**src/pkg/chopper_pkg.sv**
```systemverilog
// Purpose: Shared constants and types for the chopper current control block
// Assumes: 200 MHz reference clock, 32-bit AHB-Lite register bus
// Notes:   Timing counts are derived from times in their own units

package chopper_pkg;

  //////////////////////////////////////////////////////////////////////////////
  // Clocking
  localparam int REF_CLK_HZ   = 200_000_000;
  localparam int OSC_HZ       = 4_000_000;
  localparam int OSC_DIV      = REF_CLK_HZ / OSC_HZ;
  localparam int OSC_DIV_W    = $clog2(OSC_DIV);

  //////////////////////////////////////////////////////////////////////////////
  // Timing
  localparam int OFF_DEFAULT_US   = 25;
  localparam int OFF_DEFAULT_TICK = OFF_DEFAULT_US * (OSC_HZ / 1_000_000);
  localparam int BLANK_NS         = 1000;
  localparam int BLANK_CYC        = (BLANK_NS * (REF_CLK_HZ / 1_000_000)
                                     + 999) / 1000;
  localparam int SHORT_DLY_NS     = 100;
  localparam int SHORT_DLY_CYC    = (SHORT_DLY_NS * (REF_CLK_HZ / 1_000_000))
                                    / 1000;
  localparam int FAST_NUM         = 301;
  localparam int FAST_DEN         = 1000;
  localparam int OFF_W            = 16;

  //////////////////////////////////////////////////////////////////////////////
  // Register map (byte addresses)
  localparam logic [7:0] REG_OFF_TIME   = 8'h00;
  localparam logic [7:0] REG_STATUS     = 8'h04;
  localparam logic [7:0] REG_IRQ_STATUS = 8'h08;
  localparam logic [7:0] REG_IRQ_MASK   = 8'h0C;

  // Status fields
  localparam int ST_MIXED_LSB  = 0;
  localparam int ST_OFF_LSB    = 2;
  localparam int ST_SHORT_BIT  = 4;
  localparam int ST_OUT_EN_BIT = 5;
  localparam int ST_SHUT_BIT   = 6;
  localparam int ST_REG_BIT    = 7;

  // Interrupt fields
  localparam int IRQ_W         = 4;
  localparam int IRQ_TRIP_LSB  = 0;
  localparam int IRQ_SHORT_BIT = 2;
  localparam int IRQ_SHUT_BIT  = 3;

  // Reset values
  localparam logic [15:0]      OFF_TIME_RST = 16'h0064;
  localparam logic [IRQ_W-1:0] IRQ_MASK_RST = 4'h0;

  //////////////////////////////////////////////////////////////////////////////
  // Bridge sequencer states
  typedef enum logic [1:0] {
    ST_DRIVE = 2'b00,
    ST_FAST  = 2'b01,
    ST_SLOW  = 2'b10,
    ST_IDLE  = 2'b11
  } bridge_state_e;

endpackage : chopper_pkg

```
**src/rtl/bridge_chopper.sv**
```systemverilog
// Purpose: Fixed off-time chopper sequencer for one full bridge
// Assumes: osc_tick is a one-cycle pulse at the master oscillator rate
// Notes:   Gate outputs are registered from the next state

`timescale 1ns/1ps
`default_nettype none

module bridge_chopper #(
  parameter int CNT_W     = 16,
  parameter int BLANK_CYC = 200
) (
  // Clock and reset
  input  wire logic             clk,
  input  wire logic             rst_n,
  // Control
  input  wire logic             osc_tick,
  input  wire logic             out_en,
  input  wire logic             mixed,
  input  wire logic             phase,
  input  wire logic [CNT_W-1:0] off_ticks,
  input  wire logic [CNT_W-1:0] fd_ticks,
  // Comparators
  input  wire logic             trip,
  input  wire logic             zero_cur,
  // Gates and status
  output logic                  src_a,
  output logic                  snk_a,
  output logic                  src_b,
  output logic                  snk_b,
  output logic                  trip_evt,
  output logic                  off_phase
);

  localparam int BW = $clog2(BLANK_CYC + 1);
  localparam logic [BW-1:0] BLANK_LOAD = BW'(BLANK_CYC);

  chopper_pkg::bridge_state_e state;
  chopper_pkg::bridge_state_e next_state;
  logic [BW-1:0]    blank_cnt;
  logic [CNT_W-1:0] off_cnt;
  logic             sync_off;

  wire blanked   = blank_cnt != '0;
  wire sw_evt    = next_state != state;
  wire sense_hit = !blanked && trip;
  wire fd_done   = off_cnt >= fd_ticks;
  wire off_done  = off_cnt >= off_ticks;
  wire in_off    = next_state == chopper_pkg::ST_FAST ||
                   next_state == chopper_pkg::ST_SLOW;
  wire next_sync_off = in_off && (sync_off || zero_cur);
  wire fwd       = next_state == chopper_pkg::ST_DRIVE;
  wire rev       = next_state == chopper_pkg::ST_FAST && !next_sync_off;
  wire slow_rect = next_state == chopper_pkg::ST_SLOW && !next_sync_off;

  always_comb begin
    next_state = state;
    unique case (state)
      chopper_pkg::ST_IDLE:  if (out_en) next_state = chopper_pkg::ST_DRIVE;
      chopper_pkg::ST_DRIVE: begin
        if (!out_en) next_state = chopper_pkg::ST_IDLE;
        else if (sense_hit)
          next_state = mixed ? chopper_pkg::ST_FAST : chopper_pkg::ST_SLOW;
      end
      chopper_pkg::ST_FAST: begin
        if (!out_en) next_state = chopper_pkg::ST_IDLE;
        else if (fd_done) next_state = chopper_pkg::ST_SLOW;
      end
      chopper_pkg::ST_SLOW: begin
        if (!out_en) next_state = chopper_pkg::ST_IDLE;
        else if (off_done) next_state = chopper_pkg::ST_DRIVE;
      end
    endcase
  end

  always_ff @(posedge clk or negedge rst_n) begin
    if (!rst_n) begin
      state     <= chopper_pkg::ST_IDLE;
      blank_cnt <= '0;
      off_cnt   <= '0;
      sync_off  <= 1'b0;
    end else begin
      state     <= next_state;
      blank_cnt <= sw_evt ? BLANK_LOAD : (blanked ? blank_cnt - 1'b1 : '0);
      off_cnt   <= !in_off ? '0 : off_cnt + CNT_W'(osc_tick);
      sync_off  <= next_sync_off;
    end
  end

  always_ff @(posedge clk or negedge rst_n) begin
    if (!rst_n) begin
      src_a     <= 1'b0;
      snk_a     <= 1'b0;
      src_b     <= 1'b0;
      snk_b     <= 1'b0;
      trip_evt  <= 1'b0;
      off_phase <= 1'b0;
    end else begin
      src_a     <= (fwd && phase) || (rev && !phase);
      snk_b     <= (fwd && phase) || (rev && !phase) || slow_rect;
      src_b     <= (fwd && !phase) || (rev && phase);
      snk_a     <= (fwd && !phase) || (rev && phase) || slow_rect;
      trip_evt  <= state == chopper_pkg::ST_DRIVE && out_en && sense_hit;
      off_phase <= in_off;
    end
  end

  property p_blank_holds;
    @(posedge clk) disable iff (!rst_n)
      (state == chopper_pkg::ST_DRIVE && blanked && out_en)
      |=> state == chopper_pkg::ST_DRIVE;
  endproperty
  a_blank_holds: assert property (p_blank_holds)
    else $error("Comparator honoured during blanking");

  property p_fast_only_mixed;
    @(posedge clk) disable iff (!rst_n)
      (state == chopper_pkg::ST_DRIVE && next_state == chopper_pkg::ST_FAST)
      |-> mixed;
  endproperty
  a_fast_only_mixed: assert property (p_fast_only_mixed)
    else $error("Fast decay entered outside mixed decay");

  property p_reblank;
    @(posedge clk) disable iff (!rst_n)
      (state == chopper_pkg::ST_SLOW && next_state == chopper_pkg::ST_DRIVE)
      |=> blank_cnt == BLANK_LOAD && src_a != src_b;
  endproperty
  a_reblank: assert property (p_reblank)
    else $error("Drive resumed without new blanking");

  property p_zero_stops_rect;
    @(posedge clk) disable iff (!rst_n)
      (zero_cur && in_off) |=> !(src_a || src_b || snk_a || snk_b);
  endproperty
  a_zero_stops_rect: assert property (p_zero_stops_rect)
    else $error("Rectification continued after zero current");

endmodule : bridge_chopper

`default_nettype wire

```
**src/rtl/chopper_current_control.sv**
```systemverilog
// Purpose: Dual-bridge fixed off-time PWM current chopping control
// Assumes: All inputs synchronous to ref_clk; AHB-Lite single word access
// Notes:   Register bus is zero wait state and always answers OKAY
//
// Overview of operation
// - Off-interval counted on 4 MHz oscillator ticks
// - Off-interval length programmable, resistor-derived
// - Grounded timing pin gives 25 us
// - Comparator ignored for 1 us after switching
// - Regulator fault disables all bridge outputs
// - Enable high disables outputs, low enables
// - Translator inputs accepted except in sleep
// - Thermal or pump fault disables, auto-recovers
// - Undervoltage lockout disables and homes translator
// - Mixed decay: fast 30.1 percent, then slow
// - Off-interval switches on decay-mode transistors
// - Zero current stops synchronous rectification
// - Short to ground trips after delay, latched
// - Latched short held until sleep input low
// - Shorted load just chops, never latched
// - Lower DAC level selects mixed, else slow
// - Comparator trip ends drive per decay mode
// - Sleep low disables outputs and homes translator
//
// Implementation choices: the address map and the AHB-Lite slave port.

`timescale 1ns/1ps
`default_nettype none

module chopper_current_control #(
  parameter int DAC_W = 4,
  parameter int NB    = 2
) (
  // Clock and reset
  input  wire logic                ref_clk,
  input  wire logic                rst_n,
  // AHB-Lite slave
  input  wire logic                hsel,
  input  wire logic [7:0]          haddr,
  input  wire logic [1:0]          htrans,
  input  wire logic                hwrite,
  input  wire logic [2:0]          hsize,
  input  wire logic [31:0]         hwdata,
  input  wire logic                hready,
  output logic [31:0]              hrdata,
  output logic                     hreadyout,
  output logic                     hresp,
  // Device control pins
  input  wire logic                output_enable_n,
  input  wire logic                sleep_reset_n,
  input  wire logic                off_time_resistor_pin_grounded,
  // Analog monitors
  input  wire logic                low_side_gate_regulator_fault,
  input  wire logic                charge_pump_reservoir_low,
  input  wire logic                thermal_shutdown,
  input  wire logic                undervoltage,
  // Translator side
  input  wire logic [NB-1:0]       dac_update,
  input  wire logic [NB*DAC_W-1:0] dac_level,
  input  wire logic [NB-1:0]       phase,
  output logic                     translator_accept,
  output logic                     translator_home,
  // Current sense comparators
  input  wire logic [NB-1:0]       current_sense_trip,
  input  wire logic [NB-1:0]       short_overcurrent_threshold,
  input  wire logic [NB-1:0]       zero_current,
  // Bridge gates
  output logic [NB-1:0]            src_a,
  output logic [NB-1:0]            snk_a,
  output logic [NB-1:0]            src_b,
  output logic [NB-1:0]            snk_b,
  // Interrupt
  output logic                     irq
);

  localparam int OFF_W = chopper_pkg::OFF_W;
  localparam int IW    = chopper_pkg::IRQ_W;
  localparam int SDW   = $clog2(chopper_pkg::SHORT_DLY_CYC + 1);
  localparam logic [SDW-1:0] SHORT_DLY = SDW'(chopper_pkg::SHORT_DLY_CYC);
  localparam logic [chopper_pkg::OSC_DIV_W-1:0] OSC_LAST =
    chopper_pkg::OSC_DIV_W'(chopper_pkg::OSC_DIV - 1);

  //////////////////////////////////////////////////////////////////////////////
  // Reset release
  logic [1:0] rst_sync;
  wire        rst_s_n = rst_sync[1];

  always_ff @(posedge ref_clk or negedge rst_n) begin
    if (!rst_n) begin
      rst_sync <= 2'b00;
    end else begin
      rst_sync <= {rst_sync[0], 1'b1};
    end
  end

  //////////////////////////////////////////////////////////////////////////////
  // Master oscillator tick
  logic [chopper_pkg::OSC_DIV_W-1:0] osc_cnt;
  wire osc_tick = osc_cnt == OSC_LAST;

  always_ff @(posedge ref_clk or negedge rst_s_n) begin
    if (!rst_s_n) begin
      osc_cnt <= '0;
    end else begin
      osc_cnt <= osc_tick ? '0 : osc_cnt + 1'b1;
    end
  end

  //////////////////////////////////////////////////////////////////////////////
  // Off-interval selection
  logic [OFF_W-1:0] off_time;
  wire [OFF_W-1:0] off_ticks = off_time_resistor_pin_grounded
                             ? OFF_W'(chopper_pkg::OFF_DEFAULT_TICK)
                             : off_time;
  wire [31:0] fd_prod = 32'(off_ticks) * 32'(chopper_pkg::FAST_NUM);
  wire [31:0] fd_quot = fd_prod / 32'(chopper_pkg::FAST_DEN);
  wire [OFF_W-1:0] fd_ticks = fd_quot[OFF_W-1:0];

  //////////////////////////////////////////////////////////////////////////////
  // Faults and output gating
  logic            short_latched;
  logic [SDW-1:0]  short_cnt;
  wire short_any   = |short_overcurrent_threshold;
  wire short_set   = short_any && short_cnt == SHORT_DLY;
  wire shut_fault  = thermal_shutdown || charge_pump_reservoir_low;
  wire out_en      = !output_enable_n && sleep_reset_n && !undervoltage &&
                     !low_side_gate_regulator_fault && !shut_fault &&
                     !short_latched;

  assign translator_accept = sleep_reset_n;
  assign translator_home   = undervoltage || !sleep_reset_n;

  always_ff @(posedge ref_clk or negedge rst_s_n) begin
    if (!rst_s_n) begin
      short_cnt     <= '0;
      short_latched <= 1'b0;
    end else begin
      short_cnt     <= !short_any ? '0
                     : (short_set ? short_cnt : short_cnt + 1'b1);
      short_latched <= sleep_reset_n && (short_latched || short_set);
    end
  end

  //////////////////////////////////////////////////////////////////////////////
  // Decay selection and bridge sequencers
  logic [NB-1:0] mixed;
  logic [NB-1:0] trip_evt;
  logic [NB-1:0] off_phase;

  genvar gi;
  generate
    for (gi = 0; gi < NB; gi++) begin : g_br
      logic [DAC_W-1:0] dac_prev;
      wire  [DAC_W-1:0] dac_new = dac_level[gi*DAC_W +: DAC_W];

      always_ff @(posedge ref_clk or negedge rst_s_n) begin
        if (!rst_s_n) begin
          dac_prev    <= '0;
          mixed[gi]   <= 1'b1;
        end else if (translator_home) begin
          dac_prev    <= '0;
          mixed[gi]   <= 1'b1;
        end else if (dac_update[gi]) begin
          dac_prev    <= dac_new;
          mixed[gi]   <= dac_new < dac_prev;
        end
      end

      bridge_chopper #(
        .CNT_W     (OFF_W),
        .BLANK_CYC (chopper_pkg::BLANK_CYC)
      ) u_bridge (
        .clk       (ref_clk),
        .rst_n     (rst_s_n),
        .osc_tick  (osc_tick),
        .out_en    (out_en),
        .mixed     (mixed[gi]),
        .phase     (phase[gi]),
        .off_ticks (off_ticks),
        .fd_ticks  (fd_ticks),
        .trip      (current_sense_trip[gi]),
        .zero_cur  (zero_current[gi]),
        .src_a     (src_a[gi]),
        .snk_a     (snk_a[gi]),
        .src_b     (src_b[gi]),
        .snk_b     (snk_b[gi]),
        .trip_evt  (trip_evt[gi]),
        .off_phase (off_phase[gi])
      );
    end
  endgenerate

  //////////////////////////////////////////////////////////////////////////////
  // Interrupt events
  logic            shut_prev;
  logic            short_prev;
  logic [IW-1:0]   irq_status;
  logic [IW-1:0]   irq_mask;
  wire  [IW-1:0]   irq_evt;

  assign irq_evt[chopper_pkg::IRQ_TRIP_LSB +: NB]    = trip_evt;
  assign irq_evt[chopper_pkg::IRQ_SHORT_BIT]         = short_latched &&
                                                       !short_prev;
  assign irq_evt[chopper_pkg::IRQ_SHUT_BIT]          = (shut_fault ||
    low_side_gate_regulator_fault) && !shut_prev;
  assign irq = |(irq_status & irq_mask);

  //////////////////////////////////////////////////////////////////////////////
  // AHB-Lite slave
  logic       wr_pend;
  logic [7:0] wr_addr;
  wire  addr_ok  = hsel && hready && htrans[1];
  wire  wr_start = addr_ok && hwrite;
  wire  rd_start = addr_ok && !hwrite;
  wire  wr_off   = wr_pend && wr_addr == chopper_pkg::REG_OFF_TIME;
  wire  wr_icl   = wr_pend && wr_addr == chopper_pkg::REG_IRQ_STATUS;
  wire  wr_msk   = wr_pend && wr_addr == chopper_pkg::REG_IRQ_MASK;
  wire  [IW-1:0] irq_clr = wr_icl ? hwdata[IW-1:0] : '0;

  wire [31:0] status_word = {24'h00_0000,
    low_side_gate_regulator_fault, shut_fault, out_en, short_latched,
    off_phase, mixed};
  wire [31:0] rd_mux =
    haddr == chopper_pkg::REG_OFF_TIME   ? {16'h0000, off_time}   :
    haddr == chopper_pkg::REG_STATUS     ? status_word            :
    haddr == chopper_pkg::REG_IRQ_STATUS ? {28'h000_0000, irq_status} :
    haddr == chopper_pkg::REG_IRQ_MASK   ? {28'h000_0000, irq_mask}   :
                                           32'h0000_0000;

  assign hreadyout = 1'b1;
  assign hresp     = 1'b0;

  always_ff @(posedge ref_clk or negedge rst_s_n) begin
    if (!rst_s_n) begin
      wr_pend <= 1'b0;
      wr_addr <= 8'h00;
      hrdata  <= 32'h0000_0000;
    end else begin
      wr_pend <= wr_start;
      wr_addr <= wr_start ? haddr : wr_addr;
      hrdata  <= rd_start ? rd_mux : hrdata;
    end
  end

  always_ff @(posedge ref_clk or negedge rst_s_n) begin
    if (!rst_s_n) begin
      off_time   <= chopper_pkg::OFF_TIME_RST;
      irq_mask   <= chopper_pkg::IRQ_MASK_RST;
      irq_status <= '0;
      shut_prev  <= 1'b0;
      short_prev <= 1'b0;
    end else begin
      off_time   <= wr_off ? hwdata[OFF_W-1:0] : off_time;
      irq_mask   <= wr_msk ? hwdata[IW-1:0] : irq_mask;
      irq_status <= (irq_status & ~irq_clr) | irq_evt;
      shut_prev  <= shut_fault || low_side_gate_regulator_fault;
      short_prev <= short_latched;
    end
  end

  //////////////////////////////////////////////////////////////////////////////
  // Checks
  wire any_gate = |{src_a, snk_a, src_b, snk_b};

  property p_osc_period;
    @(posedge ref_clk) disable iff (!rst_s_n)
      osc_tick |=> !osc_tick ##49 osc_tick;
  endproperty
  a_osc_period: assert property (p_osc_period)
    else $error("Oscillator tick period is not 50 cycles");

  property p_default_off;
    @(posedge ref_clk) disable iff (!rst_s_n)
      off_time_resistor_pin_grounded |-> off_ticks == OFF_W'(100);
  endproperty
  a_default_off: assert property (p_default_off)
    else $error("Grounded timing pin did not give default off time");

  property p_reg_fault_off;
    @(posedge ref_clk) disable iff (!rst_s_n)
      low_side_gate_regulator_fault |=> !any_gate;
  endproperty
  a_reg_fault_off: assert property (p_reg_fault_off)
    else $error("Outputs on during regulator fault");

  property p_enable_off;
    @(posedge ref_clk) disable iff (!rst_s_n)
      output_enable_n |=> !any_gate;
  endproperty
  a_enable_off: assert property (p_enable_off)
    else $error("Outputs on while enable input high");

  property p_accept_sleep;
    @(posedge ref_clk) disable iff (!rst_s_n)
      translator_accept == sleep_reset_n;
  endproperty
  a_accept_sleep: assert property (p_accept_sleep)
    else $error("Translator acceptance does not follow sleep input");

  property p_shut_off;
    @(posedge ref_clk) disable iff (!rst_s_n)
      shut_fault |=> !any_gate;
  endproperty
  a_shut_off: assert property (p_shut_off)
    else $error("Outputs on during thermal or pump fault");

  property p_uvlo_home;
    @(posedge ref_clk) disable iff (!rst_s_n)
      undervoltage |-> translator_home ##1 !any_gate;
  endproperty
  a_uvlo_home: assert property (p_uvlo_home)
    else $error("Undervoltage did not home and disable");

  property p_short_delay;
    @(posedge ref_clk) disable iff (!rst_s_n)
      $rose(short_latched) |-> $past(short_any) && $past(short_cnt) == SHORT_DLY;
  endproperty
  a_short_delay: assert property (p_short_delay)
    else $error("Short latched without full delay");

  property p_short_hold;
    @(posedge ref_clk) disable iff (!rst_s_n)
      (short_latched && sleep_reset_n) |=> short_latched && !any_gate;
  endproperty
  a_short_hold: assert property (p_short_hold)
    else $error("Latched short released without sleep input");

  property p_decay_select;
    @(posedge ref_clk) disable iff (!rst_s_n)
      (dac_update[0] && !translator_home)
      |=> mixed[0] == ($past(g_br[0].dac_new) < $past(g_br[0].dac_prev));
  endproperty
  a_decay_select: assert property (p_decay_select)
    else $error("Decay mode does not follow DAC direction");

  property p_irq_level;
    @(posedge ref_clk) disable iff (!rst_s_n)
      (irq_evt[chopper_pkg::IRQ_SHORT_BIT] &&
       irq_mask[chopper_pkg::IRQ_SHORT_BIT] && !wr_msk) |=> irq;
  endproperty
  a_irq_level: assert property (p_irq_level)
    else $error("Unmasked event did not raise interrupt");

endmodule : chopper_current_control

`default_nettype wire

```
**config.mk**
```make
export PLATFORM = sky130hd
export DESIGN_NAME = chopper_current_control
export DESIGN_NICKNAME = d
export VERILOG_FILES = /design/src/pkg/chopper_pkg.sv /design/src/rtl/bridge_chopper.sv /design/src/rtl/chopper_current_control.sv
export SDC_FILE = /design/constraint.sdc
export NUM_CORES = 1
export LEC_CHECK = 0
export BUFFER_PORTS_ARGS = -buffer_cell sky130_fd_sc_hd__buf_2
export CAP_MARGIN = 15
export CORE_UTILIZATION = 44
export CTS_CLUSTER_SIZE = 14
export DETAILED_ROUTE_END_ITERATION = 8
export GPL_TIMING_DRIVEN = 0
export HOLD_SLACK_MARGIN = 0.1
export SLEW_MARGIN = 25
export SYNTH_ARGS = -nofsm -noshare
export SYNTH_HDL_FRONTEND = slang
export SYNTH_SLANG_ARGS = --single-unit
```
**constraint.sdc**
```tcl
create_clock -name ref_clk -period 4.76 [get_ports ref_clk]
set_input_delay 0.952 -clock ref_clk [delete_from_list [all_inputs] [get_ports ref_clk]]
set_output_delay 0.952 -clock ref_clk [all_outputs]
set_load 0.005 [all_outputs]
```
==> results.toml <==
[run_status]
run_status = "finished, violations left"
failed_checks = "negative setup slack"

[critical_path]
timing.critical_path.buf_inv = 19
cp-startpoint = "off_time_resistor_pin_grounded"
worst_path_max_delay_cell = "sky130_fd_sc_hd__fa_1"
cp.arrival_ns = 18.14
endpoint_kind = "flop"
worst_ep_required_time_ns = 5.08
crit_path_start_kind = "input port"
worstPathMaxFanout = 8
timing.critical_path.slowest_cell_delay_ns = 0.54
r2r_start = "off_time[12]"
timing.critical_path.mode_cell = "sky130_fd_sc_hd__a21oi_2"
worst_path_dominant_cell_family = "compound AO/OA/AOI/OAI gates"
worst_setup_path_class = "in -> reg"

[routing]
routed_wire_length_per_instance_um = 17.1
drt-vias-per-instance = 5.65
totalWireLength_um = 43100
drt_iter0_markers = 756
drt.antenna.violating_nets = 0
drt_pass1_iterations = 7
route.detailed.drc = 0
route.vias.total = 14237

[sta]
tightest_slew_ns = 1.36
final.period_utilization = 3.74
setup_violations = 64
hold-worst-slack_ns = 0.308
layout_min_cycle_time_ns = 17.82
finalHoldViolCount = 0
layout_skew_ns = 0.0183
maxSlewViolCount = 0
layout_setup_ws_ns = -13.06
grt_setup_unrepaired = "yes"
clock.fmax_ghz = 0.0561
relative_max_transition_margin = 0.0879
finalSetupTns_ns = -821.45

[grt]
remaining_global_route_overflow = 0
wire_length_of_the_first_global_routing_pass_um = 69800
grt_start_max_net_pins = 53
grt_antenna_before_repair = 0
vias_in_the_first_global_route = 13784
grt_usage = 0.240

[clock_network]
cts_sinks = 141
cts_tree = "built"
cts-root-buf = "sky130_fd_sc_hd__clkbuf_16"
worstSkewPairLatency_ns = 0.43
cts-htree-levels = 4
clkTransAtPathRegs_ns = 0.07
numCtsBuffers = 17
cts.path.max_buffers = 2

[logic_synthesis]
syn_inst = 1791
post_synth_most_frequent_cells = "sky130_fd_sc_hd__nand2_1, sky130_fd_sc_hd__inv_1, sky130_fd_sc_hd__nor2_1"
synth_top_cell_area_share = 0.219
yosys.cell_types.count = 120
ys_seq_elements = 141
count_of_synthesis_stage_warnings_from_yosys = 0
synth.yosys.seq_area_share = 0.235
mappedNetlistArea_um2 = 15100
synth_edf_count = 0
mean_area_per_synthesized_cell_um2 = 8.41
yosysMostFrequentCell = "sky130_fd_sc_hd__nand2_1"
synthArstFlopShare = 1.00
synth_top_area_cell = "sky130_fd_sc_hd__dfrtp_1"
synth_area_leaders = "sky130_fd_sc_hd__dfrtp_1, sky130_fd_sc_hd__ha_1, sky130_fd_sc_hd__fa_1, sky130_fd_sc_hd__nand2_1, sky130_fd_sc_hd__inv_1"
synth_ff_type = "sky130_fd_sc_hd__dfrtp_1"

[layout]
final_layout_size_suffix_gt1_frac = 0.348
num-fill-cells = 2863
insertedDiodeCount = 0
layout.area.seq_um2 = 3540
multi_input_area_um2 = 12600
layout-area-overhead-vs-synth_pct = 34.6
finish.net_count = 2305

[job]
max_cap_viol_count = 0

[placement]
gp_congestion = 0.881
post_detail_place_hpwl_um = 30900
port_buffers = 78
pre_cts_ws_ns = -15.47

[die]
floorplan.die.width_um = 187
floorplan.die_area_um2 = 35000
placement_rows = 67
design.portCount = 120
fp.coreArea_um2 = 33600
floorplan.initialDensity = 0.448
floorplan.die.height_um = 187

[worst_hold_path]
hold_path_class = "in -> async"
-- through the flow --
stage | cells | util | instance area [µm²]
2_1_floorplan | 1808 | - | 15600
5_1_grt | 2521 | 0.603 | 20300
3_5_place_dp | 2336 | 0.494 | 16600
4_1_cts | 2468 | 0.566 | 19000
6_report | 2521 | 0.603 | 20300
3_3_place_gp | 2334 | 0.492 | 16500
-- final timing paths --
check | to | slack, ns | depth (start not counted)
setup / recovery | g_br[1].u_bridge.blank_cnt[5] | -13.06 | 91
hold / removal | rst_sync[1] | 0.31 | 1
setup reg to reg | g_br[1].u_bridge.blank_cnt[5] | -12.91 | 88
hold reg to reg | g_br[0].dac_prev[2] | 0.32 | 0
max in group asynchronous | g_br[1].u_bridge.state[1] | 3.72 | 1
min in group ref_clk | rst_sync[1] | 0.35 | 0
-- cells in the final DEF (no fill, tap or decap), types with 19 or more instances in the layout --
master | netlist | routed
sky130_fd_sc_hd__nand3_1 | 65 | 61
sky130_fd_sc_hd__fa_1 | 36 | 35
sky130_fd_sc_hd__mux2_2 | 28 | 27
sky130_fd_sc_hd__buf_2 | 16 | 88
sky130_fd_sc_hd__dfrtp_1 | 132 | 131
sky130_fd_sc_hd__inv_2 | 4 | 21
sky130_fd_sc_hd__conb_1 | 2 | 19
sky130_fd_sc_hd__a21oi_1 | 82 | 55
sky130_fd_sc_hd__nor3_1 | 40 | 27
sky130_fd_sc_hd__nand2_1 | 165 | 155
sky130_fd_sc_hd__nor2_1 | 135 | 108
sky130_fd_sc_hd__clkbuf_1 | 36 | 21
sky130_fd_sc_hd__inv_1 | 159 | 133
sky130_fd_sc_hd__buf_6 | 2 | 23
sky130_fd_sc_hd__a21o_1 | 23 | 22
sky130_fd_sc_hd__buf_4 | 30 | 167
sky130_fd_sc_hd__a21oi_2 | 3 | 23
sky130_fd_sc_hd__nor2b_1 | 31 | 25
sky130_fd_sc_hd__ha_1 | 134 | 122
sky130_fd_sc_hd__clkbuf_16 | 0 | 20
sky130_fd_sc_hd__o21ai_0 | 90 | 68
sky130_fd_sc_hd__xnor2_1 | 60 | 43
sky130_fd_sc_hd__nand2b_1 | 41 | 28
sky130_fd_sc_hd__xor2_1 | 38 | 34
-- cells by family after synthesis --
group | Yosys count | share of synthesized area
AO/OA/AOI/OAI | 451 | 0.222
XOR/XNOR | 99 | 0.0581
adder cells (fa/ha/maj) | 176 | 0.163
buffers and inverters | 249 | 0.0719
flip-flops | 141 | 0.235
multiplexers | 53 | 0.0396
other | 2 | 0.000499
AND/OR/NAND/NOR | 620 | 0.209
-- area by class of cell --
class / instances / area share
Buffer: 75 / 0.0271
Clock buffer: 17 / 0.0210
Clock inverter: 15 / 0.00821
Inverter: 164 / 0.0320
Multi-Input combinational cell: 1420 / 0.621
Sequential cell: 141 / 0.175
Tap cell: 448 / 0.0276
Timing Repair Buffer: 241 / 0.0881
-- sequential cells by signal, summed over array words and instances (netlist names), 4 cells and up --
signal	count
g_br.u_bridge.off_cnt	32
g_br.u_bridge.blank_cnt	16
hrdata	16
off_time	16
g_br.dac_prev	8
wr_addr	8
osc_cnt	6
short_cnt	5
g_br.u_bridge.state	4
irq_mask	4
irq_status	4
-- per-layer routing --
metal  GRT usage  vias up  routed length [µm]
li1            -     6931                   -
met1       0.331     6944               20100
met2       0.403      325               20800
met3      0.0332       37                1810
met4      0.0445        0                 417
met5           0        -                   0
-- repair_timing --
action | CTS | global route
pin swaps | 89 | 137
hold buffers | 0 | 0
gates cloned | 4 | 1
gates resized for setup | 206 | 183
setup endpoints to repair | 64 | 64
buffers inserted | 98 | 62
Power is left out: the tool's default activity adds up to more than one toggle a clock period on the data nets, which glitch-free logic cannot reach.
